<file path="config.mk">
export PLATFORM = sky130hd
export DESIGN_NAME = pmc_top
export DESIGN_NICKNAME = d
export VERILOG_FILES = /design/src/verilog/pmc_pkg.sv /design/src/verilog/pmc_top.sv /design/src/verilog/pmc_chan_eval.sv
export VERILOG_INCLUDE_DIRS = /design/src /design/src/verilog
export SDC_FILE = /design/constraint.sdc
export NUM_CORES = 1
export LEC_CHECK = 0
export CAP_MARGIN = 10
export CORE_MARGIN = 2
export CORE_UTILIZATION = 50
export DETAILED_ROUTE_END_ITERATION = 12
export DONT_BUFFER_PORTS = 1
export GPL_TIMING_DRIVEN = 0
export HOLD_SLACK_MARGIN = 0.1
export PLACE_DENSITY = 0.65
export SYNTH_ARGS = -nofsm -noshare
export SYNTH_HDL_FRONTEND = slang
export SYNTH_SLANG_ARGS = --single-unit
</file>
<file path="constraint.sdc">
create_clock -name clock_in -period 2.65 [get_ports clock_in]
set_clock_uncertainty 0.05 [all_clocks]
set_input_delay 0.3975 -clock clock_in [delete_from_list [all_inputs] [get_ports clock_in]]
set_output_delay 0.3975 -clock clock_in [all_outputs]
set_load 0.02 [all_outputs]
</file>
<file path="src/verilog/pmc_regs.svh">
// Offsets, field positions, reset values and widths of the mux channel registers
`ifndef PMC_REGS_SVH
`define PMC_REGS_SVH

// Register offsets within the capability structure (byte addresses)
`define PMC_CAP_OFS      8'h04
`define PMC_CTRL_OFS     8'h08

// Capability word fields
`define PMC_SIZE_LSB     0
`define PMC_SIZE_W       6
`define PMC_RATE_LSB     8
`define PMC_RATE_W       3

// Rate bitmap positions relative to the rate field
`define PMC_RATE_25      0
`define PMC_RATE_50      1
`define PMC_RATE_80      2
`define PMC_RATE_FALLBACK 3'h1

// Control word fields: one select per byte lane, low six bits
`define PMC_NCH          4
`define PMC_SEL_W        6
`define PMC_CH_STRIDE    8
`define PMC_TABLE_MAX    63
`define PMC_CTRL_RST     32'h0000_0000

`endif

</file>
<file path="src/verilog/pmc_pkg.sv">
// Types shared by the mux channel register bank
package pmc_pkg;

  // Link rate currently in use
  typedef enum logic [1:0] {
    PMC_RATE_2G5,
    PMC_RATE_5G0,
    PMC_RATE_8G0
  } pmc_rate_t;

  // Protocol table index held in a channel select field
  typedef logic [5:0] pmc_sel_t;

  // Configuration access request
  typedef struct packed {
    logic        valid;
    logic        write;
    logic [7:0]  addr;
    logic [3:0]  be;
    logic [31:0] wdata;
  } pmc_cfg_req_t;

  // Configuration access answer
  typedef struct packed {
    logic        ack;
    logic [31:0] rdata;
  } pmc_cfg_rsp_t;

  // Disable flags of one channel
  typedef struct packed {
    logic proto;
    logic width;
    logic rate;
  } pmc_dis_t;

endpackage : pmc_pkg

</file>
<file path="src/verilog/pmc_top.sv">
// Protocol multiplexing capability and channel control register bank
`timescale 1ns/1ps
`default_nettype none

`include "pmc_regs.svh"

module pmc_top #(
  parameter logic [5:0]  TABLE_SIZE = 6'h04,
  parameter logic [62:0] IMPL_MAP   = 63'h0000_0000_0000_000f,
  parameter logic [2:0]  MUX_RATES  = 3'h7,
  parameter logic [2:0]  LINK_RATES = 3'h7
) (
  // Clock and reset
  input  wire logic                  clock_in,
  input  wire logic                  rstn_in,
  // Configuration access
  input  wire pmc_pkg::pmc_cfg_req_t cfg_req_in,
  output pmc_pkg::pmc_cfg_rsp_t      cfg_rsp_out,
  // Link state
  input  wire logic                  link_layer_down_in,
  input  wire pmc_pkg::pmc_rate_t    link_rate_in,
  // Per-channel disable reasons from the protocols
  input  wire logic [3:0]            proto_rate_ok_in,
  input  wire logic [3:0]            width_dis_in,
  input  wire logic [3:0]            proto_dis_in,
  // Channel state towards the mux protocol layer
  output logic [3:0]                 channel_enable_out,
  output pmc_pkg::pmc_dis_t [3:0]    channel_disable_flags_out,
  // Transmit gating
  input  wire logic [3:0]            tx_req_in,
  output logic [3:0]                 tx_grant_out,
  // Receive filtering
  input  wire logic                  rx_valid_in,
  input  wire logic [1:0]            rx_chan_in,
  output logic                       rx_accept_out,
  output logic                       rx_drop_out
);
  import pmc_pkg::*;

  // Writable bits of a select: smallest all-ones cover of the size
  function automatic pmc_sel_t sel_mask(input pmc_sel_t size);
    pmc_sel_t m;
    m = 6'h00;
    for (int b = 0; b < `PMC_SEL_W; b++) begin
      if ((size >> b) != 6'h00) begin
        m[b] = 1'b1;
      end
    end
    return m;
  endfunction : sel_mask

  // Whether a rate is set in a three-bit rate map
  function automatic logic rate_in_map(input pmc_rate_t r, input logic [2:0] m);
    logic hit;
    case (r)
      PMC_RATE_2G5: hit = m[`PMC_RATE_25];
      PMC_RATE_5G0: hit = m[`PMC_RATE_50];
      PMC_RATE_8G0: hit = m[`PMC_RATE_80];
      default:      hit = 1'b0;
    endcase
    return hit;
  endfunction : rate_in_map

  // Fixed capability content
  localparam pmc_sel_t   SEL_MASK  = sel_mask(TABLE_SIZE);
  localparam logic [2:0] RATE_BOTH = MUX_RATES & LINK_RATES;

  logic [2:0]   rate_map;
  logic [31:0]  cap_word;

  // Control state
  pmc_sel_t [3:0] sel_r;
  pmc_sel_t [3:0] sel_nxt;

  // Access answer state
  logic         ack_r;
  logic         ack_nxt;
  logic [31:0]  rdata_r;
  logic [31:0]  rdata_nxt;

  // Channel state
  logic [3:0]   enable_r;
  logic [3:0]   enable_nxt;
  pmc_dis_t [3:0] flags_r;
  pmc_dis_t [3:0] flags_nxt;

  // Receive filter state
  logic         accept_r;
  logic         accept_nxt;
  logic         drop_r;
  logic         drop_nxt;

  // Evaluator outputs
  logic [3:0]     ev_enable;
  pmc_dis_t [3:0] ev_flags;
  logic           mux_rate_ok;
  logic [31:0]    ctrl_word;

  // Rate bitmap limited to link rates, 2.5 GT/s kept if empty
  assign rate_map = (RATE_BOTH != 3'h0) ? RATE_BOTH
                                        : `PMC_RATE_FALLBACK;

  // Capability word, reserved bits zero
  always_comb begin
    cap_word = 32'h0000_0000;
    cap_word[`PMC_SIZE_LSB +: `PMC_SIZE_W] = TABLE_SIZE;
    cap_word[`PMC_RATE_LSB +: `PMC_RATE_W] = rate_map;
  end

  // Control word view, gaps read as zero
  always_comb begin
    ctrl_word = 32'h0000_0000;
    for (int c = 0; c < `PMC_NCH; c++) begin
      ctrl_word[c*`PMC_CH_STRIDE +: `PMC_SEL_W] = sel_r[c];
    end
  end

  // Select writes per byte lane, masked to the all-ones cover of the table size
  always_comb begin
    sel_nxt = sel_r;
    if (cfg_req_in.valid && cfg_req_in.write
        && (cfg_req_in.addr == `PMC_CTRL_OFS)) begin
      for (int c = 0; c < `PMC_NCH; c++) begin
        if (cfg_req_in.be[c]) begin
          sel_nxt[c] = cfg_req_in.wdata[c*`PMC_CH_STRIDE +: `PMC_SEL_W]
                     & SEL_MASK;
        end
      end
    end
  end

  // Select registers
  always_ff @(posedge clock_in or negedge rstn_in) begin
    if (!rstn_in) begin
      sel_r <= 24'(`PMC_CTRL_RST);
    end else begin
      sel_r <= sel_nxt;
    end
  end

  // Read data and acknowledge, one cycle after the request
  always_comb begin
    ack_nxt   = cfg_req_in.valid;
    rdata_nxt = 32'h0000_0000;
    if (cfg_req_in.valid && !cfg_req_in.write) begin
      case (cfg_req_in.addr)
        `PMC_CAP_OFS:  rdata_nxt = cap_word;
        `PMC_CTRL_OFS: rdata_nxt = ctrl_word;
        default:       rdata_nxt = 32'h0000_0000;
      endcase
    end
  end

  // Answer registers
  always_ff @(posedge clock_in or negedge rstn_in) begin
    if (!rstn_in) begin
      ack_r   <= 1'b0;
      rdata_r <= 32'h0000_0000;
    end else begin
      ack_r   <= ack_nxt;
      rdata_r <= rdata_nxt;
    end
  end

  assign cfg_rsp_out.ack   = ack_r;
  assign cfg_rsp_out.rdata = rdata_r;

  // Current rate must be set in the capability rate bitmap (mux rates limited to link rates)
  assign mux_rate_ok = rate_in_map(link_rate_in, rate_map);

  // One evaluator per channel
  for (genvar c = 0; c < `PMC_NCH; c++) begin : g_chan
    pmc_chan_eval u_eval (
      .sel_in           (sel_r[c]),
      .table_size_in    (TABLE_SIZE),
      .impl_map_in      (IMPL_MAP),
      .mux_rate_ok_in   (mux_rate_ok),
      .proto_rate_ok_in (proto_rate_ok_in[c]),
      .width_dis_in     (width_dis_in[c]),
      .proto_dis_in     (proto_dis_in[c]),
      .flags_out        (ev_flags[c]),
      .enable_out       (ev_enable[c])
    );
  end

  // Enables follow current selects and flags, dropped on link down
  always_comb begin
    flags_nxt  = ev_flags;
    enable_nxt = ev_enable;
    if (link_layer_down_in) begin
      enable_nxt = 4'h0;
    end
  end

  // Channel state registers
  always_ff @(posedge clock_in or negedge rstn_in) begin
    if (!rstn_in) begin
      enable_r <= 4'h0;
      flags_r  <= '0;
    end else begin
      enable_r <= enable_nxt;
      flags_r  <= flags_nxt;
    end
  end

  assign channel_enable_out        = enable_r;
  assign channel_disable_flags_out = flags_r;

  // Transmit only on enabled channels while the link is up
  assign tx_grant_out = tx_req_in & enable_r
                      & {4{~link_layer_down_in}};

  // Receive filter: packets on disabled channels are dropped
  always_comb begin
    accept_nxt = 1'b0;
    drop_nxt   = 1'b0;
    if (rx_valid_in) begin
      if (enable_r[rx_chan_in] && !link_layer_down_in) begin
        accept_nxt = 1'b1;
      end else begin
        drop_nxt = 1'b1;
      end
    end
  end

  // Receive filter registers
  always_ff @(posedge clock_in or negedge rstn_in) begin
    if (!rstn_in) begin
      accept_r <= 1'b0;
      drop_r   <= 1'b0;
    end else begin
      accept_r <= accept_nxt;
      drop_r   <= drop_nxt;
    end
  end

  assign rx_accept_out = accept_r;
  assign rx_drop_out   = drop_r;

endmodule : pmc_top

`default_nettype wire

</file>
<file path="src/verilog/pmc_chan_eval.sv">
// Per-channel enable decision from select, table size and disable reasons
`timescale 1ns/1ps
`default_nettype none

module pmc_chan_eval (
  // Channel configuration
  input  wire pmc_pkg::pmc_sel_t sel_in,
  input  wire pmc_pkg::pmc_sel_t table_size_in,
  input  wire logic [62:0]       impl_map_in,
  // Disable reasons
  input  wire logic              mux_rate_ok_in,
  input  wire logic              proto_rate_ok_in,
  input  wire logic              width_dis_in,
  input  wire logic              proto_dis_in,
  // Decision
  output pmc_pkg::pmc_dis_t      flags_out,
  output logic                   enable_out
);
  import pmc_pkg::*;

  logic     assigned;
  logic     in_range;
  logic     implemented;
  pmc_sel_t entry_idx;

  // Zero select means nothing assigned; otherwise it is a table index
  assign assigned    = (sel_in != 6'h00);
  assign in_range    = (sel_in <= table_size_in);
  assign entry_idx   = sel_in - 6'h01;
  assign implemented = assigned & impl_map_in[entry_idx];

  // Flags stay clear while no protocol is assigned
  assign flags_out.rate  = assigned & ~(mux_rate_ok_in & proto_rate_ok_in);
  assign flags_out.width = assigned & width_dis_in;
  assign flags_out.proto = assigned & proto_dis_in;

  // All three checks pass and no disable reason stands
  assign enable_out = assigned & in_range & implemented
                    & (flags_out == 3'h0);

endmodule : pmc_chan_eval

`default_nettype wire

</file>
==> flow_summary.toml <==
[outcome]
status = "finished clean"

[finish]
area_delta_synth_final_pct = 12.4
drive_gt1_share_pct = 26.2
fin_area_um2 = 2210
finalNetCount = 266
n_antenna_cell = 0

[logic_synthesis]
synth_edf_count = 0
synth_area_um2 = 1970
synthArstFlopShare_pct = 100
synth_most_common_cell = "dfrtp_1"
synth.largest_area_cell = "dfrtp_1"
synth_area_leaders = "dfrtp_1 55%, buf_4 8.0%, mux2_2 6.9%, nor3_4 3.3%, and2_1 2.9%"
synth_ff_type = "dfrtp_1"
synth.distinct_cells = 29
synth-seq-cells = 43
syn_avg_cell_area_um2 = 12.1
netlist_top_cells_count = "43 x dfrtp_1, 21 x buf_4, 12 x mux2_2"
synth-seq-area-share_pct = 54.6
synth_top_area_share_pct = 54.6
syn_inst = 163
yosys_warnings = 0

[setup_path]
cp_max_fo = 4
crit_type = "reg2reg"
path_cells = "inv_1, ha_1, or4b_2, nor3_1"
endpoint_kind = "register"
crit_arrival_ns = 1.78
r2r_end = "channel_enable_out[1]"
startpoint_type = "register"
cp.required_ns = 2.80
r2r-start = "ctrl_word[10]"
rrSetupSlack_ns = 1.02
r2r_cells = 4
critPathSlowestCell = "or4b_2"
slowest_delay_ns = 0.59

[pwr]
combPwrFrac_pct = 9.2
p_sw_share_pct = 22.7
power.density_nw_per_um2 = 516
clkPwrFrac_pct = 31.6
p_switching_uw = 260
sequentialPowerShare_pct = 59.2
p_int_uw = 883
p_leak_nw = 1.10
ir_worst_vdd_uv = 390
p_total_mw = 1.14

[die]
start_util_pct = 53.0
core_area_um2 = 3720
std_cell_rows = 22
dieHeight_um = 66.8
die_x_um = 66.8
io_pins = 125
die-area_um2 = 4460

[global_route]
grt_start_max_net_pins = 44
grt_pass1_vias = 1203
grt_usage_pct = 16.3
gr-total-overflow = 0
antenna_found_initial = 0
grt_pass1_wl_mm = 5.34

[sta]
hold_violations = 0
final_max_slew_viol_count = 0
setup_tns_ns = 0
max_freq_mhz = 612
rsz0062_at_grt = "false"
timing.hold.ws_ns = 0.131
period_share_pct = 61.7
min_period_ns = 1.63
final-setup-viol-count = 0
fin_ws_ns = 1.02

[drt]
dr_total_vias = 1190
postRouteAntennaNets = 0
via_per_inst = 4.98
wl_mm = 3.53
drt_pass1_iterations = 4
first_iter_violations = 21
drt-wirelength-per-cell_um = 14.8
drc = 0

[cts]
clock_latency_ns = 0.28
cts.sinks = 43
cts_resized = 0
post_cts_buffers = 0
h-tree-depth = 2
clockBufferDepth = 2
cts_root_buf = "clkbuf_8"
clk_pin_slew_ns = 0.07
cts_buffers = 5
cts_tree = "done"

[place]
hpwl_mm = 2.87
routabilityCongestion = 0.710
portBuffers = 0
place_ws_ns = 0.765
placed_area_um2 = 2100

[worst_hold_path]
min_to = "channel_enable_out[1]"
whs_path_depth = 1
worstHoldStart = "width_dis_in[1]"
hold_path.class = "in2reg"

[flow_run]
max-cap-violations = 0
==> metrics by stage <==
stage / std cells / util [%]
global placement: 230 / 56.5
CTS: 239 / 59.6
detailed placement: 230 / 56.5
finish: 239 / 59.6
floorplan: 182 / -
global route: 239 / 59.6
==> sequential cells by signal (all words and copies together), names as in the netlist <==
signal and cells:
ack_r 1, rx_drop_out 1, rx_accept_out 1, channel_enable_out 4, channel_disable_flags_out 12, rdata_r 12
ctrl_word 12
==> power groups by stage <==
stage	sequential (mW)	combinational, mW	clock, mW
finish	0.677	0.105	0.361
global route	0.677	0.116	0.397
CTS	0.677	0.105	0.375
detailed placement	0.689	0.0862	0
global placement	0.689	0.0850	0
floorplan	0.688	0.0807	0
==> kinds of logic (layout without fill, tap and decap cells) <==
kind of cell / after synthesis / after routing / share of synthesized area, %
AND/OR/NAND/NOR: 61 / 61 / 20.8
buffers and inverters: 29 / 38 / 10.1
XOR/XNOR: 2 / 2 / 0.890
other: 1 / 20 / 0.190
multiplexers: 13 / 13 / 8.01
adder cells (fa/ha/maj): 4 / 4 / 2.54
AO/OA/AOI/OAI: 10 / 10 / 2.86
flip-flops: 43 / 43 / 54.6
==> final cells by class <==
type,count,area (um^2)
fillers,322,1500
inverters,5,18.8
flip-flops and latches,43,1080
clock buffers,6,72.6
repair buffers,3,40.0
plain buffers,24,180
well taps,48,60.1
multi-input cells,110,766
==> placed cells by master, fill, tap and decap left out, drive strengths merged <==
master,netlist,final
or4,1,1
and2,9,9
mux2,12,12
inv,5,5
or4b,1,1
ha,4,4
a21oi,8,8
nor4b,1,1
nand2b,2,2
dfrtp,43,43
o311ai,1,1
or3b,1,1
xnor2,2,2
nor2,11,11
clkbuf,2,8
dlygate4sd3,0,2
nor4,3,3
nor3,5,5
nand4,2,2
nor2b,9,9
or3,1,1
a211oi,1,1
nand4b,4,4
mux4,1,1
buf,22,23
conb,1,20
nand2,11,11
==> worst max-delay path: cells and delay by family (launching register included) <==
family | cells | cell delay [ns]
adder cells (fa/ha/maj) | 1 | 0.27
AND/OR/NAND/NOR | 2 | 0.77
buffers and inverters | 1 | 0.06
flip-flops | 1 | 0.40
==> what timing repair did <==
| action | in CTS | in global routing |
|---|---|---|
| endpoints found under the hold margin | 44 | 0 |
| hold buffers | 3 | 0 |
| endpoints found under the setup margin | 0 | 0 |
==> per-layer routing <==
layer | global-route usage [%] | vias up | routed length [um]
li1 | - | 564 | -
met1 | 17.4 | 530 | 1300
met2 | 28.6 | 86 | 1730
met3 | 7.26 | 10 | 428
met4 | 5.36 | 0 | 64
met5 | 0 | - | 0
==> worst max-delay path by stage <==
| stage | depth (start not counted) | slack (ns) | to | start |
|---|---|---|---|---|
| global route | 4 | 0.88 | channel_enable_out[1] | ctrl_word[8] |
| global placement | 4 | 0.80 | ctrl_word[24] | cfg_req_in[41] |
| CTS | 2 | 1.01 | tx_grant_out[1] | channel_enable_out[1] |
| floorplan | 4 | 0.87 | ctrl_word[0] | cfg_req_in[41] |
| finish | 4 | 1.02 | channel_enable_out[1] | ctrl_word[10] |
| detailed placement | 4 | 0.76 | ctrl_word[25] | cfg_req_in[41] |
(Power assumes the default switching activity.)
